==> src/include/ats_defs.svh <==
// Constants for the auto-reload timer and interrupt control block.
// Assumes a Wishbone master that reaches one byte register per word.
`ifndef ATS_DEFS_SVH
`define ATS_DEFS_SVH

// Register indices; byte address is four times the index
`define ATS_IDX_POWER 8'h87
`define ATS_IDX_CTRL 8'h88
`define ATS_IDX_GONE_MODE 8'h89
`define ATS_IDX_COUNT_LOW 8'h8A
`define ATS_IDX_RELOAD_LOW 8'h8B
`define ATS_IDX_COUNT_HIGH 8'h8C
`define ATS_IDX_RELOAD_HIGH 8'h8D
`define ATS_IDX_GONE_PORT_TWO 8'hA0
`define ATS_IDX_IRQ_ENABLE 8'hA8
`define ATS_IDX_GONE_PRIORITY 8'hB8

// timer_control fields
`define ATS_CTRL_GATE 7
`define ATS_CTRL_SRC 6
`define ATS_CTRL_OVF 5
`define ATS_CTRL_RUN 4
`define ATS_CTRL_P0 3
`define ATS_CTRL_E0 2
`define ATS_CTRL_P1 1
`define ATS_CTRL_E1 0

// Interrupt enable fields
`define ATS_IEN_ALL 7
`define ATS_IEN_X1 2
`define ATS_IEN_T 1
`define ATS_IEN_X0 0

// Power control fields
`define ATS_PWR_PD 1
`define ATS_PWR_IDL 0

`define ATS_RESET_BYTE 8'h00
`define ATS_COUNT_TOP 16'hFFFF

// Vector addresses
`define ATS_VEC_RESET 10'h000
`define ATS_VEC_X0 10'h003
`define ATS_VEC_T 10'h00B
`define ATS_VEC_X1 10'h013

// Oscillator periods per machine cycle, program memory size
`define ATS_MC_DIV 12
`define ATS_PROG_BYTES 1024

`endif

==> src/include/ats_pkg.sv <==
// Types shared by the timer block.
// Assumes ats_defs.svh is on the include path.
package ats_pkg;
    typedef enum logic [1:0] {
        ATS_SRC_NONE,
        ATS_SRC_IRQ0,
        ATS_SRC_TIMER,
        ATS_SRC_IRQ1
    } ats_src_type;
endpackage

==> src/rtl/ats_timer_ctl.sv <==
// Auto-reload 16-bit timer/counter with control register and interrupt resolver.
// Assumes a classic Wishbone master on clk_i and asynchronous pins.
//
// Behaviour
// - Power-down stops the machine-cycle clock; only reset leaves it.
// - Program memory is fixed at 1024 bytes with no external expansion.
// - Vectors: reset 000, first pin 003, timer 00B, second pin 013.
// - Count at one twelfth of the clock or from count input falling transitions.
// - Source select 1 counts falling pin transitions, 0 counts machine cycles.
// - Count advances only while run enable is set, otherwise holds.
// - Overflow reloads count from reload registers, which stay unchanged.
// - Overflow sets overflow flag; cleared on vectoring and reset.
// - Gating set: advance only while first pin high and run enabled.
// - Edge mode: falling edge on pin sets its pending flag.
// - Level mode: pending follows the low pin level.
// - Control bits: gate, source, overflow, run, p0, e0, p1, e1.
// - Fixed priority: first pin, then timer, then second pin.
// - Legacy mode, port two and priority slots are absent.
// - Reload registers sit in the old second timer count slots.
//
// The placing of the registers and register access over Wishbone were left to the implementer.
`include "ats_defs.svh"

module ats_timer_ctl #(
    parameter int PROG_BYTES = `ATS_PROG_BYTES, // Program memory size
    parameter int MC_DIV = `ATS_MC_DIV // Clocks per machine cycle
) (
    input wire logic clk_i, // Oscillator clock, 10 MHz
    input wire logic rst_i, // Synchronous reset, high
    input wire logic wb_cyc_i, // Bus cycle
    input wire logic wb_stb_i, // Bus strobe
    input wire logic wb_we_i, // Write enable
    input wire logic [9:0] wb_adr_i, // Byte address
    input wire logic [3:0] wb_sel_i, // Byte lanes
    input wire logic [31:0] wb_dat_i, // Write data
    output logic [31:0] wb_dat_o, // Read data
    output logic wb_ack_o, // Acknowledge
    input wire logic count_input_pin_i, // Count input pin
    input wire logic ext_irq_first_pin_i, // First interrupt pin, active low
    input wire logic ext_irq_second_pin_i, // Second interrupt pin, active low
    input wire logic irq_ack_i, // Core vectors to current request
    output logic irq_req_o, // Interrupt request
    output logic [9:0] irq_vector_o, // Vector of current request
    output ats_pkg::ats_src_type irq_src_o, // Source of current request
    output logic idle_o, // Idle mode
    output logic power_down_o // Power-down, oscillator stopped
);
    import ats_pkg::*;

    // Refused at elaboration, before any logic is built
    if (PROG_BYTES != `ATS_PROG_BYTES)
        $error("Program memory size is fixed");
    if (MC_DIV < 2 || MC_DIV > 255)
        $error("Machine cycle divider out of range");

    function automatic logic hit(input logic [7:0] idx, input logic [7:0] want);
        hit = (idx == want);
    endfunction

    // Pin synchronisers: bit 0 count, bit 1 first irq, bit 2 second irq
    logic [2:0] pin_meta_q;
    logic [2:0] pin_sync_q;
    logic [1:0] irq_prev_q;
    logic count_smp_q;
    logic [7:0] div_q;
    logic [7:0] ctrl_q;
    logic [7:0] ien_q;
    logic [15:0] count_q;
    logic [15:0] count_d;
    logic [15:0] reload_q;
    logic idle_q;
    logic pd_q;
    logic ack_q;
    logic [31:0] rdata_q;
    logic req_q;
    logic [9:0] vec_q;
    ats_src_type src_q;
    logic [7:0] ctrl_d;

    always_ff @(posedge clk_i)
    begin
        if (rst_i)
        begin
            pin_meta_q <= 3'h7;
            pin_sync_q <= 3'h7;
        end
        else
        begin
            pin_meta_q <= {ext_irq_second_pin_i, ext_irq_first_pin_i, count_input_pin_i};
            pin_sync_q <= pin_meta_q;
        end
    end

    wire count_pin = pin_sync_q[0];
    wire irq0_pin = pin_sync_q[1];
    wire irq1_pin = pin_sync_q[2];

    // Machine-cycle enable; frozen in power-down since the oscillator is off
    wire tick = (div_q == 8'(MC_DIV - 1)) && !pd_q;

    always_ff @(posedge clk_i)
    begin
        if (rst_i || tick)
            div_q <= 8'h00;
        else if (!pd_q)
            div_q <= div_q + 8'h01;
    end

    // Pin sampled once per machine cycle; a high-then-low pair is one count
    always_ff @(posedge clk_i)
    begin
        if (rst_i)
            count_smp_q <= 1'b1;
        else if (tick)
            count_smp_q <= count_pin;
    end

    wire pin_fall = tick && count_smp_q && !count_pin;

    // Bus decode
    wire [7:0] idx = wb_adr_i[9:2];
    wire bus_req = wb_cyc_i && wb_stb_i && !ack_q;
    wire wr = bus_req && wb_we_i && wb_sel_i[0] && !pd_q;
    wire [7:0] wbyte = wb_dat_i[7:0];
    wire wr_ctrl = wr && hit(idx, `ATS_IDX_CTRL);
    wire wr_clo = wr && hit(idx, `ATS_IDX_COUNT_LOW);
    wire wr_chi = wr && hit(idx, `ATS_IDX_COUNT_HIGH);
    wire wr_rlo = wr && hit(idx, `ATS_IDX_RELOAD_LOW);
    wire wr_rhi = wr && hit(idx, `ATS_IDX_RELOAD_HIGH);
    wire wr_ien = wr && hit(idx, `ATS_IDX_IRQ_ENABLE);
    wire wr_pwr = wr && hit(idx, `ATS_IDX_POWER);

    // Timer advance
    wire gate_on = ctrl_q[`ATS_CTRL_GATE];
    wire run_on = ctrl_q[`ATS_CTRL_RUN];
    wire enabled = run_on && (!gate_on || irq0_pin);
    wire src_pin = ctrl_q[`ATS_CTRL_SRC];
    wire inc = enabled && (src_pin ? pin_fall : tick);
    wire wrap = inc && (count_q == `ATS_COUNT_TOP);

    always_comb
    begin
        count_d = count_q;
        if (wrap)
            count_d = reload_q;
        else if (inc)
            count_d = count_q + 16'h0001;
        if (wr_clo)
            count_d[7:0] = wbyte;
        if (wr_chi)
            count_d[15:8] = wbyte;
    end

    always_ff @(posedge clk_i)
    begin
        if (rst_i)
            count_q <= {`ATS_RESET_BYTE, `ATS_RESET_BYTE};
        else
            count_q <= count_d;
    end

    // Reload pair changes only on a software write
    always_ff @(posedge clk_i)
    begin
        if (rst_i)
            reload_q <= {`ATS_RESET_BYTE, `ATS_RESET_BYTE};
        else
        begin
            if (wr_rlo)
                reload_q[7:0] <= wbyte;
            if (wr_rhi)
                reload_q[15:8] <= wbyte;
        end
    end

    // Interrupt pins, active low; edge is a high-to-low step
    always_ff @(posedge clk_i)
    begin
        if (rst_i)
            irq_prev_q <= 2'h3;
        else
            irq_prev_q <= {irq1_pin, irq0_pin};
    end

    wire fall0 = irq_prev_q[0] && !irq0_pin;
    wire fall1 = irq_prev_q[1] && !irq1_pin;
    wire edge0 = ctrl_q[`ATS_CTRL_E0];
    wire edge1 = ctrl_q[`ATS_CTRL_E1];
    wire ack0 = irq_ack_i && (src_q == ATS_SRC_IRQ0);
    wire ackt = irq_ack_i && (src_q == ATS_SRC_TIMER);
    wire ack1 = irq_ack_i && (src_q == ATS_SRC_IRQ1);
    wire keep0 = wr_ctrl ? wbyte[`ATS_CTRL_P0] : ctrl_q[`ATS_CTRL_P0] && !ack0;
    wire keep1 = wr_ctrl ? wbyte[`ATS_CTRL_P1] : ctrl_q[`ATS_CTRL_P1] && !ack1;
    wire keept = wr_ctrl ? wbyte[`ATS_CTRL_OVF] : ctrl_q[`ATS_CTRL_OVF] && !ackt;

    // Set wins over any clear in the same cycle
    always_comb
    begin
        ctrl_d = wr_ctrl ? wbyte : ctrl_q;
        ctrl_d[`ATS_CTRL_OVF] = wrap || keept;
        ctrl_d[`ATS_CTRL_P0] = edge0 ? (fall0 || keep0) : !irq0_pin;
        ctrl_d[`ATS_CTRL_P1] = edge1 ? (fall1 || keep1) : !irq1_pin;
    end

    always_ff @(posedge clk_i)
    begin
        if (rst_i)
            ctrl_q <= `ATS_RESET_BYTE;
        else
            ctrl_q <= ctrl_d;
    end

    always_ff @(posedge clk_i)
    begin
        if (rst_i)
            ien_q <= `ATS_RESET_BYTE;
        else if (wr_ien)
            ien_q <= wbyte;
    end

    // Fixed single-level priority
    wire en_all = ien_q[`ATS_IEN_ALL];
    wire want0 = en_all && ien_q[`ATS_IEN_X0] && ctrl_q[`ATS_CTRL_P0];
    wire wantt = en_all && ien_q[`ATS_IEN_T] && ctrl_q[`ATS_CTRL_OVF];
    wire want1 = en_all && ien_q[`ATS_IEN_X1] && ctrl_q[`ATS_CTRL_P1];
    wire any_want = want0 || wantt || want1;
    wire ats_src_type src_d = want0 ? ATS_SRC_IRQ0 :
        wantt ? ATS_SRC_TIMER : want1 ? ATS_SRC_IRQ1 : ATS_SRC_NONE;
    wire [9:0] vec_d = want0 ? `ATS_VEC_X0 :
        wantt ? `ATS_VEC_T : want1 ? `ATS_VEC_X1 : vec_q;

    // The request stays one cycle behind the flags; the core acks once per entry
    always_ff @(posedge clk_i)
    begin
        if (rst_i)
        begin
            req_q <= 1'b0;
            src_q <= ATS_SRC_NONE;
            vec_q <= `ATS_VEC_RESET;
        end
        else
        begin
            req_q <= any_want;
            src_q <= src_d;
            vec_q <= vec_d;
        end
    end

    // Power-down latches until reset; idle ends on any enabled request
    always_ff @(posedge clk_i)
    begin
        if (rst_i)
        begin
            pd_q <= 1'b0;
            idle_q <= 1'b0;
        end
        else
        begin
            if (wr_pwr && wbyte[`ATS_PWR_PD])
                pd_q <= 1'b1;
            if (any_want)
                idle_q <= 1'b0;
            else if (wr_pwr && wbyte[`ATS_PWR_IDL])
                idle_q <= 1'b1;
        end
    end

    // Read mux; absent legacy slots and unmapped words read zero
    wire [7:0] rsel =
        hit(idx, `ATS_IDX_CTRL) ? ctrl_q :
        hit(idx, `ATS_IDX_COUNT_LOW) ? count_q[7:0] :
        hit(idx, `ATS_IDX_COUNT_HIGH) ? count_q[15:8] :
        hit(idx, `ATS_IDX_RELOAD_LOW) ? reload_q[7:0] :
        hit(idx, `ATS_IDX_RELOAD_HIGH) ? reload_q[15:8] :
        hit(idx, `ATS_IDX_IRQ_ENABLE) ? ien_q :
        hit(idx, `ATS_IDX_POWER) ? {6'h00, pd_q, idle_q} :
        `ATS_RESET_BYTE;

    // Every access is acked, even in power-down, so the bus never hangs
    always_ff @(posedge clk_i)
    begin
        if (rst_i)
        begin
            ack_q <= 1'b0;
            rdata_q <= 32'h00000000;
        end
        else
        begin
            ack_q <= bus_req;
            rdata_q <= {24'h000000, rsel};
        end
    end

    assign wb_ack_o = ack_q;
    assign wb_dat_o = rdata_q;
    assign irq_req_o = req_q;
    assign irq_vector_o = vec_q;
    assign irq_src_o = src_q;
    assign idle_o = idle_q;
    assign power_down_o = pd_q;
endmodule

==> config.mk <==
export PLATFORM = sky130hd
export DESIGN_NAME = ats_timer_ctl
export DESIGN_NICKNAME = d
export VERILOG_FILES = /design/src/include/ats_pkg.sv /design/src/rtl/ats_timer_ctl.sv
export VERILOG_INCLUDE_DIRS = /design/src /design/src/include
export SDC_FILE = /design/constraint.sdc
export NUM_CORES = 1
export LEC_CHECK = 0
export BUFFER_PORTS_ARGS = -buffer_cell sky130_fd_sc_hd__buf_2
export CORE_UTILIZATION = 41
export DETAILED_ROUTE_END_ITERATION = 8
export GPL_TIMING_DRIVEN = 0
export SETUP_SLACK_MARGIN = 0.15
export SYNTH_ARGS = -nofsm -noshare
export SYNTH_HDL_FRONTEND = slang
export SYNTH_SLANG_ARGS = --single-unit
==> constraint.sdc <==
create_clock -name clk_i -period 2.2 [get_ports clk_i]
set_input_delay 0.11 -clock clk_i [delete_from_list [all_inputs] [get_ports clk_i]]
set_output_delay 0.11 -clock clk_i [all_outputs]
set_load 0.02 [all_outputs]
==> results of run 1 <==
-- stage by stage --
stage          total power [mW]  hold slack (ns)
2_1_floorplan              1.72            0.214
3_3_place_gp               1.79            0.292
3_5_place_dp               1.80            0.296
4_1_cts                    2.98           0.0353
5_1_grt                    3.07           0.0376
6_report                   2.97           0.0396
-- cell usage after synthesis (3+ instances only) --
cell / count / area, um^2
and3_1: 8 / 50.1
a211oi_1: 4 / 30.0
nand3_1: 13 / 65.1
and3_2: 5 / 37.5
mux2i_1: 34 / 340
buf_4: 36 / 270
xor2_1: 5 / 43.8
and4_1: 4 / 35.0
nand3b_1: 11 / 82.6
dfxtp_1: 82 / 1640
nand4_1: 8 / 50.1
clkbuf_1: 11 / 41.3
nand2b_1: 5 / 31.3
clkbuf_2: 4 / 20.0
nor2b_1: 6 / 37.5
a41oi_1: 3 / 26.3
a31oi_1: 7 / 43.8
inv_1: 11 / 41.3
nand2_1: 33 / 124
nor2_1: 56 / 210
o21ai_0: 4 / 20.0
a2111oi_0: 3 / 26.3
a221oi_1: 6 / 52.6
nor3_1: 8 / 40.0
o31ai_1: 5 / 37.5
buf_2: 9 / 45.0
or2_2: 11 / 68.8
o22ai_1: 6 / 37.5
or3_1: 4 / 25.0
xnor2_1: 5 / 43.8
o32ai_1: 9 / 78.8
a21oi_1: 23 / 115
and2_1: 8 / 50.1
nor3b_1: 3 / 22.5
-- cell families after synthesis --
| kind of cell | share of synthesized area, % |
|---|---|
| AND/OR/NAND/NOR | 25.6 |
| other | 0.0855 |
| AO/OA/AOI/OAI | 16.4 |
| XOR/XNOR | 2.00 |
| buffers and inverters | 10.2 |
| flip-flops | 37.4 |
| multiplexers | 7.76 |
| adder cells (fa/ha/maj) | 0.570 |
-- state kept, by name, summed over array words and instances (netlist names) --
signal        cells
count_q          16
count_smp_q       1
ctrl_q            8
div_q             8
idle_o            1
ien_q             8
irq_prev_q        2
irq_req_o         1
irq_src_o         2
irq_vector_o      3
pin_meta_q        3
pin_sync_q        3
power_down_o      1
reload_q         16
wb_ack_o          1
wb_dat_o          8
-- layout by cell type, fill, tap and decap left out, drive strengths merged, types with 13 or more instances in the layout --
master,n
a21oi,23
and3,13
buf,99
clkbuf,26
conb,30
dfxtp,82
inv,14
mux2i,34
nand2,33
nand3,15
nor2,56
-- power groups by stage --
stage	Sequential (mW)	Combinational (mW)	Clock [mW]
floorplan	1.54	0.174	0
global placement	1.54	0.249	0
detailed placement	1.55	0.253	0
CTS	1.51	0.259	1.21
global route	1.51	0.284	1.27
finish	1.51	0.264	1.20
-- worst register-to-register path, delay by kind of cell (launching register included) --
family                 cells  cell delay, ns
AND/OR/NAND/NOR            3            0.69
AO/OA/AOI/OAI              2            0.51
flip-flops                 1            0.31
buffers and inverters      2            0.30
-- how the worst min path moves through the flow --
stage | startpoint | endpoint | slack (ns) | cells after the start
finish | wb_dat_i[2] | count_q[2]$_SDFFE_PP0P_ | 0.04 | 3
global route | wb_dat_i[4] | ctrl_q[4]$_SDFFE_PP0P_ | 0.04 | 3
CTS | wb_stb_i | wb_ack_o$_SDFF_PP0_ | 0.04 | 3
detailed placement | ext_irq_second_pin_i | pin_meta_q[2]$_SDFF_PP1_ | 0.30 | 2
global placement | ext_irq_second_pin_i | pin_meta_q[2]$_SDFF_PP1_ | 0.29 | 2
floorplan | count_input_pin_i | pin_meta_q[0]$_SDFF_PP1_ | 0.21 | 1
-- final cells by class --
class	instances	area (um^2)	share of cell area, %
clock inverter	6	68.8	1.30
multi-input combinational	372	2470	46.7
sequential	82	1650	31.2
buffer	64	423	8.02
inverter	11	41.3	0.783
timing repair buffer	54	323	6.12
clock buffer	10	138	2.61
tap	136	170	3.23
-- what timing repair did --
| action | in CTS | in global routing |
|---|---|---|
| cloned | 0 | 1 |
| setup buffers | 5 | 2 |
| hold buffers | 3 | 0 |
| pin swaps | 3 | 4 |
| setup endpoints to repair | 23 | 20 |
| endpoints found under the hold margin | 3 | 0 |
| gates resized for setup | 5 | 14 |
-- metal layers --
metal | up-vias | routed length [um]
met5 | - | 0
li1 | 1937 | -
met4 | 0 | 387
met3 | 37 | 1050
met1 | 1920 | 5940
met2 | 171 | 5950
==> implementation parameters, run 1 <==
Parameter                              Value

Synth
  Prevailing post-synth register cell    dfxtp_1
  Post-Synthesis Mean Instance Area    8.77 um^2
  Number of flops mapped to enable cells by yosys    0
  #FFs+latches synth    82
  Async SR Flop Fraction    0%
  Number of distinct library cells after synthesis    72
  Synthesis warning total    0
  Cell area after synthesis    0.00439 mm^2
  Cell count after synthesis    500
  Seq/Total Area, Yosys    37.4%

CTS
  H-tree level count    3
  Clock tree root driver cell    clkbuf_8
  Number of buffers created by CTS    9
  Max clock buf depth    2
  Clock tree from TritonCTS    built
  Clock input transition at the sequential cells of the worst setup and hold paths    0.10 ns
  Clock net sink count    roughly 80
  Worst-skew pair later-pin latency    0.39 ns

Setup path
  Crit end category    register
  Slowest cell delay on critical path    between 0.4 and 0.5 ns
  Data arrival time of the critical path    2.19 ns
  Number of cells on the critical path    7
  End of the critical path    count_q[15]$_SDFFE_PP0P_
  Cells along the critical path    clkbuf_2 > nor4b_2 > and3_1 > buf_6 > nand2_1 > o41ai_2 > a221oi_2
  Required time at the worst-slack endpoint    around 2.4 ns
  WP buf/inv    2
  Reg2reg end    count_q[15]$_SDFFE_PP0P_
  Reg2Reg Setup Slack    0.24 ns
  Worst setup path category    reg2reg
  Worst-path maximum fanout    8
  Worst setup path startpoint    div_q[2]$_SDFFE_PP0N_
  Worst-path cell with the longest stage delay    o41ai_2
  Nature of the critical path startpoint    register
  FF-to-FF Start    div_q[2]$_SDFFE_PP0N_
  Critical path's top delay family    simple AND/OR/NAND/NOR gates
  Logic depth of the worst register-to-register path    7

Floorplan
  Initial core utilization    42.3%
  Die Ht    approximately 110 um
  Horizontal extent of the die    105 um
  Total die area    0.0111 mm^2
  Ports placed on the boundary    ~100
  Standard-cell rows    37
  Core Area    0.0104 mm^2

Finish
  Layout Cell Area excl Fill    0.00528 mm^2
  Final Core Density    50.9%
  Net count, final    651
  Area added between synthesis and finish    20.3%
  Non-filler instance count after layout    735
  Filler cell count in the final layout    roughly 1000
  Proportion of layout cells with a drive suffix above 1    26.2%
  Diode insertion count for antenna repair    0

GRT
  Met3 routing resource usage after global routing    6.68%
  Total track usage    24.6%
  Busiest metal layer after global routing    met2
  Pin count of the biggest net entering global routing    16
  Met1 track demand over resource    32.0%
  Wire length of the first global-routing pass    20700 um
  Via count of the first global-routing pass    3849
  Remaining Overflow, GRT    0
  Global routing met2 resource utilization    38.4%
  Number of antenna violations at the first check in global routing    0

STA
  Aggregate negative setup slack    0 ns
  Post-route fraction of the period consumed by the critical path    89.1%
  Normalized max-slew margin    52.6%
  Number of slew-limit violations in the final report    0
  Skew final    0.0149 ns
  Least-Margin Pin Slew    0.711 ns
  Fmax    510 MHz
  Number of setup violations in the final report    0
  Final count of hold timing violations    0
  Setup slack after layout    0.239 ns
  Unrepaired setup endpoints after global routing    true
  Time the worst path needs with I/O delays and setup    1.96 ns

Job
  Count of max-cap constraint violations    0

Routing
  Total wire length    about 13000 um
  Remaining design rule violation count    0
  Vias per cell    5.53
  Routed vias    4065
  DRT iter0 DRCs    370
  Iteration count of the initial detailed-routing pass    5
  Residual antenna-violating net count after detailed routing    0
  Post-DR wirelength/cell    18.1 um

Place
  Post-placement cell count    just over 700
  Number of port buffers    43
  HPWL after DPL    9480 um
  Placed cell area    0.00488 mm^2
  Routability congestion estimate from global placement    0.952
  Pre-CTS worst setup slack    -0.254 ns

Power and ir drop
  Proportion of power drawn by flip-flops and latches    50.8%
  Internal power component    2.16 mW
  Power share of the clock group    40.3%
  Power per unit of standard cell area    563 mW/mm^2
  Switching Share    27.1%
  VDD IR max    0.281 mV
  Leakage power of the design    2.15 nW
  Logic gate share of total power    8.9%
  Power dissipated by switching net loads    slightly above 800 uW

Worst hold path
  Min-delay worst type    in2reg

Run status
  Result of the run    finished, final reports clean
Power figures use the tool's default switching activity.
==> run 2: changes to the inputs <==
- CORE_UTILIZATION: 41 -> 40
==> run 2 against run 1 <==
Final cell count down 0.54%. Global-route usage down 1.5 points. Die area up 2.5%. Highest routed layer unchanged. Flip-flop and latch count unchanged. Critical path type unchanged. Combinational power about the same. Via count down 1.4%. Non-clock buffer count down 2. Largest power group unchanged.
==> implementation parameters, run 2 (synthesis gave the netlist of run 1 again) <==
Parameter                              Value

Setup path
  Nature of the critical path startpoint    register (unchanged)
  Data arrival time of the critical path    2.20 ns (was 2.19 ns)
  Reg2Reg Setup Slack    0.23 ns (was 0.24 ns)
  FF-to-FF Start    div_q[2]$_SDFFE_PP0N_ (unchanged)
  Critical path's top delay family    simple AND/OR/NAND/NOR gates (unchanged)
  Worst-path cell with the longest stage delay    o41ai_2 (unchanged)
  Cells along the critical path    clkbuf_2 > nor4b_2 > and3_1 > buf_6 > nand2_1 > o41ai_2 > a221oi_2 (unchanged)
  Required time at the worst-slack endpoint    2.42 ns (was 2.43 ns)
  WP buf/inv    2 (unchanged)
  Worst setup path category    reg2reg (unchanged)
  Reg2reg end    count_q[15]$_SDFFE_PP0P_ (unchanged)
  Crit end category    register (unchanged)
  Slowest cell delay on critical path    0.42 ns (about the same)
  Worst-path maximum fanout    8 (unchanged)
  Logic depth of the worst register-to-register path    7 (unchanged)

Routing
  DRT iter0 DRCs    308 (was 370)
  Remaining design rule violation count    0 (unchanged)
  Iteration count of the initial detailed-routing pass    6 (was 5)
  Post-DR wirelength/cell    17.8 um (was 18.1 um)
  Vias per cell    5.49 (was 5.53)
  Total wire length    13000 um (was 13300 um)
  Residual antenna-violating net count after detailed routing    0 (unchanged)
  Routed vias    4010 (was 4065)

CTS
  Clock tree root driver cell    clkbuf_8 (unchanged)
  Clock net sink count    82 (unchanged)
  Clock tree from TritonCTS    built (unchanged)
  Worst-skew pair later-pin latency    0.37 ns (was 0.39 ns)
  Number of buffers created by CTS    9 (unchanged)
  H-tree level count    3 (unchanged)
  Clock input transition at the sequential cells of the worst setup and hold paths    0.09 ns (was 0.10 ns)
  Max clock buf depth    2 (unchanged)

Finish
  Diode insertion count for antenna repair    0 (unchanged)
  Largest regs    count_q (16), reload_q (16) (unchanged)
  Area occupied by multi-input gates    0.00245 mm^2 (was 0.00247 mm^2)
  Area added between synthesis and finish    19.0% (was 20.3%)
  Non-filler instance count after layout    731 (was 735)
  Final Core Density    49.9% (was 50.9%)
  Filler cell count in the final layout    1051 (was 1008)
  Net count, final    649 (was 651)
  Commonest non-fill, non-tap cells in the layout    dfxtp_1 (79), nor2_1 (56), buf_2 (52) (was dfxtp_1 (80), nor2_1 (56), buf_2 (52))
  Layout Cell Area excl Fill    0.00522 mm^2 (was 0.00528 mm^2)
  Proportion of layout cells with a drive suffix above 1    25.7% (was 26.2%)
  Register cell area after layout    0.00165 mm^2 (about the same)
  Most frequent standard cell in the layout excluding fill and tap cells    dfxtp_1 (unchanged)

GRT
  Via count of the first global-routing pass    3631 (was 3849)
  Pin count of the biggest net entering global routing    14 (was 16)
  Remaining Overflow, GRT    0 (unchanged)
  Wire length of the first global-routing pass    19900 um (was 20700 um)
  Total track usage    23.1% (was 24.6%)
  Number of antenna violations at the first check in global routing    0 (unchanged)

Place
  Number of port buffers    43 (unchanged)
  HPWL after DPL    9490 um (was 9480 um)
  Routability congestion estimate from global placement    0.902 (was 0.952)
  Post-placement cell count    708 (unchanged)
  Placed cell area    0.00488 mm^2 (unchanged)

Power and ir drop
  Proportion of power drawn by flip-flops and latches    50.9% (was 50.8%)
  Power per unit of standard cell area    568 mW/mm^2 (was 563 mW/mm^2)
  VDD IR max    0.410 mV (was 0.281 mV)
  Internal power component    2.22 mW (was 2.16 mW)
  Power dissipated by switching net loads    743 uW (was 807 uW)
  Leakage power of the design    2.13 nW (was 2.15 nW)
  Switching Share    25.0% (was 27.1%)
  Sum of internal, switching and leakage power    2.97 mW (about the same)
  Power share of the clock group    40.2% (was 40.3%)
  Logic gate share of total power    8.9% (about the same)

Run status
  Result of the run    finished, final reports clean (unchanged)

Worst hold path
  Worst hold path startpoint    wb_dat_i[4] (was wb_dat_i[2])
  End point of the worst hold path    ctrl_q[4]$_SDFFE_PP0P_ (was count_q[2]$_SDFFE_PP0P_)
  Min-delay worst type    in2reg (unchanged)
  Worst hold path cell count    3 (unchanged)

STA
  Fmax    507 MHz (was 510 MHz)
  Time the worst path needs with I/O delays and setup    1.97 ns (was 1.96 ns)
  Least-Margin Pin Slew    0.725 ns (was 0.711 ns)
  Normalized max-slew margin    51.7% (was 52.6%)
  Post-route fraction of the period consumed by the critical path    89.6% (was 89.1%)
  Skew final    0.0133 ns (was 0.0149 ns)
  Number of setup violations in the final report    0 (unchanged)
  Number of slew-limit violations in the final report    0 (unchanged)
  Unrepaired setup endpoints after global routing    false (was true)
  Final count of hold timing violations    0 (unchanged)
  Smallest hold slack    0.0601 ns (was 0.0396 ns)

Floorplan
  Horizontal extent of the die    107 um (was 105 um)
  Core Area    0.0105 mm^2 (was 0.0104 mm^2)
  Ports placed on the boundary    103 (unchanged)
  Total die area    0.0114 mm^2 (was 0.0111 mm^2)
  Initial core utilization    41.9% (was 42.3%)
  Standard-cell rows    37 (unchanged)
  Die Ht    107 um (was 105 um)

Job
  Count of max-cap constraint violations    0 (unchanged)
run 2: worst max path at each step:
stage | from | endpoint | slack [ns] | depth (start not counted)
5_1_grt | div_q[1]$_SDFFE_PP0N_ | count_q[10]$_SDFFE_PP0P_ | 0.14 | 7
6_report | div_q[2]$_SDFFE_PP0N_ | count_q[15]$_SDFFE_PP0P_ | 0.23 | 7
2_1_floorplan | count_q[0]$_SDFFE_PP0P_ | count_q[6]$_SDFFE_PP0P_ | 0.31 | 7
3_3_place_gp | pin_sync_q[0]$_SDFF_PP1_ | count_q[15]$_SDFFE_PP0P_ | -0.24 | 5
4_1_cts | div_q[2]$_SDFFE_PP0N_ | count_q[15]$_SDFFE_PP0P_ | 0.12 | 7
3_5_place_dp | pin_sync_q[0]$_SDFF_PP1_ | count_q[15]$_SDFFE_PP0P_ | -0.23 | 5
run 2: worst register-to-register path: cells and delay by family (launching register included):
kind,cells,cell delay [ns]
compound gates,2,0.51
flops,1,0.30
simple gates,3,0.72
buf+inv,2,0.31
run 2: power by group through the flow:
stage / clock [mW] / sequential, mW / combinational, mW
6_report: 1.19 / 1.51 / 0.264
5_1_grt: 1.27 / 1.51 / 0.282
4_1_cts: 1.22 / 1.51 / 0.258
3_5_place_dp: 0 / 1.55 / 0.253
3_3_place_gp: 0 / 1.54 / 0.251
2_1_floorplan: 0 / 1.54 / 0.174
run 2: per-layer routing:
| layer | vias to the layer above | global-route usage (%) | part of all wire, % |
|---|---|---|---|
| li1 | 1936 | - | - |
| met1 | 1896 | 30.8 | 44 |
| met2 | 159 | 37.3 | 47 |
| met3 | 19 | 3.89 | 7.0 |
| met4 | 0 | 8.81 | 1.9 |
| met5 | - | 0 | 0 |
run 2: final cells by class:
type                    count  area share (%)
plain buffers              64            7.96
clock buffers               9            2.37
clock inverters             5            1.56
inverters                  11           0.791
multi-input cells         372            46.9
flip-flops and latches     82            31.6
well taps                 136            3.26
repair buffers             52            5.56
run 2: timing repair:
action | in CTS | in global routing
resized for setup | 2 | 15
setup buffers | 6 | 0
hold endpoints to repair | 3 | 0
pin swaps | 3 | 2
hold buffers | 3 | 0
setup endpoints to repair | 17 | 13
run 2: through the flow:
step / TNS [ns] / setup WS, ns
final: 0 / 0.228
after global routing: 0 / 0.135
after CTS: 0 / 0.116
after detailed placement: -0.807 / -0.229
after global placement: -0.743 / -0.238
after floorplan: 0 / 0.313
==> run 3: changes to the inputs <==
- ABC_AREA: unset -> 1
==> run 3 against run 2 <==
Synthesized cell count up 29%. Non-clock buffer count down 21. Area after synthesis up 0.88%. Register-to-register slack about the same. Final cell count up 20%. Critical path depth up 1. Via count up 8.6%. Core utilization down 1.9 points. Clock skew up 0.0015 ns.
==> implementation parameters, run 3 <==
Parameter                              Value

Run status
  Result of the run    finished, final reports clean (unchanged)

Power and ir drop
  Power share of the clock group    37.2% (was 40.2%)
  VDD IR max    0.401 mV (was 0.410 mV)
  Power per unit of standard cell area    535 mW/mm^2 (was 568 mW/mm^2)
  Logic gate share of total power    8.5% (was 8.9%)
  Leakage power of the design    2.24 nW (was 2.13 nW)
  Sum of internal, switching and leakage power    2.77 mW (was 2.97 mW)
  Power dissipated by switching net loads    723 uW (was 743 uW)
  Proportion of power drawn by flip-flops and latches    54.2% (was 50.9%)
  Switching Share    26.1% (was 25.0%)
  Internal power component    2.05 mW (was 2.22 mW)

Setup path
  Crit end category    register (unchanged)
  Most used cell along the critical path    nand3_1
  Worst setup path category    reg2reg (unchanged)
  Cells along the critical path    nand2_2 > nor2_2 > nand4_4 > nor2_8 > buf_2 > nand3_1 > nand3_1 > a21oi_1 (was clkbuf_2 > nor4b_2 > and3_1 > buf_6 > nand2_1 > o41ai_2 > a221oi_2)
  Required time at the worst-slack endpoint    2.44 ns (was 2.42 ns)
  Data arrival time of the critical path    2.22 ns (was 2.20 ns)
  Nature of the critical path startpoint    register (unchanged)
  WP buf/inv    1 (was 2)
  Worst-path maximum fanout    10 (was 8)
  Slowest cell delay on critical path    0.50 ns (was 0.42 ns)
  Critical path's top delay family    simple AND/OR/NAND/NOR gates (unchanged)
  Worst-path cell with the longest stage delay    dfxtp_1 (was o41ai_2)

Synth
  Async SR Flop Fraction    0% (unchanged)
  Post-Synthesis Mean Instance Area    6.84 um^2 (was 8.77 um^2)
  Number of distinct library cells after synthesis    40 (was 72)
  Cell count after synthesis    647 (was 500)
  #FFs+latches synth    82 (unchanged)
  Synth area leader    dfxtp_1 (unchanged)
  Prevailing post-synth register cell    dfxtp_1 (unchanged)
  Cell area after synthesis    0.00443 mm^2 (was 0.00439 mm^2)
  Area share of the leading cell type in the synthesized netlist    37.1% (was 37.4%)
  Seq/Total Area, Yosys    37.1% (was 37.4%)
  Synthesis warning total    0 (unchanged)
  Post-synth top cells    nand2_1 (119), dfxtp_1 (82), a21oi_1 (72), inv_1 (68), nand3_1 (68) (was dfxtp_1 (82), nor2_1 (56), buf_4 (36), mux2i_1 (34), nand2_1 (33))
  Most common cell in the synthesized netlist    nand2_1 (was dfxtp_1)
  Ranking of synthesized cells by area    dfxtp_1 (37%), nand2_1 (10%), a21oi_1 (8.1%), nand3_1 (7.7%), inv_1 (5.8%) (was dfxtp_1 (37%), mux2i_1 (7.8%), buf_4 (6.2%), nor2_1 (4.8%), nand2_1 (2.8%))
  Number of flops mapped to enable cells by yosys    0 (unchanged)

Floorplan
  Core Area    0.0108 mm^2 (was 0.0105 mm^2)
  Horizontal extent of the die    107 um (about the same)
  Standard-cell rows    38 (was 37)
  Initial core utilization    41.0% (was 41.9%)
  Die Ht    107 um (about the same)
  Ports placed on the boundary    103 (unchanged)
  Total die area    0.0115 mm^2 (was 0.0114 mm^2)

CTS
  H-tree level count    3 (unchanged)
  Worst-skew pair later-pin latency    0.38 ns (was 0.37 ns)
  Clock tree from TritonCTS    built (unchanged)
  Clock input transition at the sequential cells of the worst setup and hold paths    0.09 ns (about the same)
  Clock tree root driver cell    clkbuf_8 (unchanged)
  Clock net sink count    82 (unchanged)
  Number of buffers created by CTS    9 (unchanged)
  Max clock buf depth    2 (unchanged)

STA
  Normalized max-slew margin    57.5% (was 51.7%)
  Final count of hold timing violations    0 (unchanged)
  Skew final    0.0148 ns (was 0.0133 ns)
  Number of setup violations in the final report    0 (unchanged)
  Least-Margin Pin Slew    0.638 ns (was 0.725 ns)
  Post-route fraction of the period consumed by the critical path    89.7% (was 89.6%)
  Unrepaired setup endpoints after global routing    false (unchanged)
  Number of slew-limit violations in the final report    0 (unchanged)
  Fmax    507 MHz (about the same)
  Aggregate negative setup slack    0 ns (unchanged)
  Time the worst path needs with I/O delays and setup    1.97 ns (about the same)

Routing
  DRT iter0 DRCs    255 (was 308)
  Residual antenna-violating net count after detailed routing    0 (unchanged)
  Vias per cell    4.95 (was 5.49)
  Total wire length    12800 um (was 13000 um)
  Remaining design rule violation count    0 (unchanged)
  Routed vias    4356 (was 4010)
  Iteration count of the initial detailed-routing pass    5 (was 6)
  Post-DR wirelength/cell    14.6 um (was 17.8 um)

GRT
  Wire length of the first global-routing pass    20500 um (was 19900 um)
  Total track usage    23.9% (was 23.1%)
  Via count of the first global-routing pass    4010 (was 3631)
  Number of antenna violations at the first check in global routing    0 (unchanged)
  Remaining Overflow, GRT    0 (unchanged)
  Pin count of the biggest net entering global routing    14 (unchanged)

Finish
  Area added between synthesis and finish    17.0% (was 19.0%)
  Net count, final    792 (was 649)
  Most frequent standard cell in the layout excluding fill and tap cells    nand2_1 (was dfxtp_1)
  Commonest non-fill, non-tap cells in the layout    nand2_1 (118), dfxtp_1 (80), a21oi_1 (69) (was dfxtp_1 (79), nor2_1 (56), buf_2 (52))
  Filler cell count in the final layout    1163 (was 1051)
  Largest regs    count_q (16), reload_q (16) (unchanged)
  Proportion of layout cells with a drive suffix above 1    20.5% (was 25.7%)
  Diode insertion count for antenna repair    0 (unchanged)

Place
  Number of port buffers    42 (was 43)
  Routability congestion estimate from global placement    0.925 (was 0.902)
  HPWL after DPL    9890 um (was 9490 um)

Job
  Count of max-cap constraint violations    0 (unchanged)

Worst hold path
  Min-delay worst type    in2reg (unchanged)
[run 3: changes by cell type in the layout (fill, tap and decap cells not counted), sizes merged, moves of 15 or more]
cell   delta
nand3    +54
inv      +75
o21ai    +48
a21oi    +49
nand2    +92
buf      -15
mux2i    -34
[run 3: area by class of cell]
cell class	instances	area, um^2	share of cell area, %
sequential	82	1640	31.8
multi-input combinational	458	2270	43.8
inverter	89	334	6.45
clock buffer	12	155	3.00
clock inverter	4	26.3	0.507
buffer	47	310	5.99
tap	140	175	3.38
timing repair buffer	48	263	5.07
[run 3: layer usage]
| layer | GRT usage [%] | up-vias | share of wire (%) |
|---|---|---|---|
| met5 | 0 | - | 0 |
| met4 | 12.5 | 0 | 4.2 |
| met3 | 4.68 | 35 | 6.0 |
| met2 | 38.7 | 147 | 46 |
| met1 | 29.9 | 1950 | 44 |
| li1 | - | 2224 | - |
[run 3: cell families (layout without fill, tap and decap cells)]
group | count (synthesis) | count (layout) | synth area share [%]
flip-flops | 82 | 82 | 37.1
other | 1 | 30 | 0.0847
buffers and inverters | 136 | 200 | 14.6
XOR/XNOR | 8 | 8 | 1.58
AO/OA/AOI/OAI | 136 | 136 | 16.1
adder cells (fa/ha/maj) | 2 | 2 | 0.565
AND/OR/NAND/NOR | 282 | 282 | 30.1
[run 3: power by group through the flow]
| stage | Sequential (mW) | Combinational, mW | Clock (mW) |
|---|---|---|---|
| floorplan | 1.54 | 0.156 | 0 |
| global placement | 1.54 | 0.226 | 0 |
| detailed placement | 1.54 | 0.228 | 0 |
| CTS | 1.50 | 0.232 | 1.06 |
| global route | 1.51 | 0.259 | 1.12 |
| finish | 1.50 | 0.237 | 1.03 |
[run 3: per-stage QoR]
step	hold slack [ns]	cell area, um^2	worst slack [ns]	util, %	instances
detailed placement	0.295	4920	0.0554	45.6	858
global route	0.0884	5180	0.156	48.0	880
floorplan	0.214	4530	0.509	-	676
global placement	0.295	4920	0.0873	45.6	858
finish	0.0748	5180	0.227	48.0	880
CTS	0.0602	5150	0.149	47.7	879
[run 3: tightest hold or removal path: cells and delay by family]
| family | cells | cell delay (ns) |
|---|---|---|
| buffers and inverters | 1 | 0.10 |
| AND/OR/NAND/NOR | 2 | 0.20 |
[run 3: worst paths after layout]
path	startpoint	end	slack [ns]	cells past startpoint
worst max-delay path	count_q[8]$_SDFFE_PP0P_	count_q[13]$_SDFFE_PP0P_	0.23	8
worst max register to register	count_q[8]$_SDFFE_PP0P_	count_q[13]$_SDFFE_PP0P_	0.23	8
worst min-delay path	wb_cyc_i	wb_ack_o$_SDFF_PP0_	0.07	3
worst min register to register	pin_meta_q[2]$_SDFF_PP1_	pin_sync_q[2]$_SDFF_PP1_	0.41	1
[run 3: repair_timing]
action                                  CTS  global route
resized for setup                         1             7
buffers inserted                          2             1
hold endpoints to repair                  3             0
hold buffers                              3             0
gates cloned                              0             0
endpoints found under the setup margin   10            16
pin swaps                                 2             2
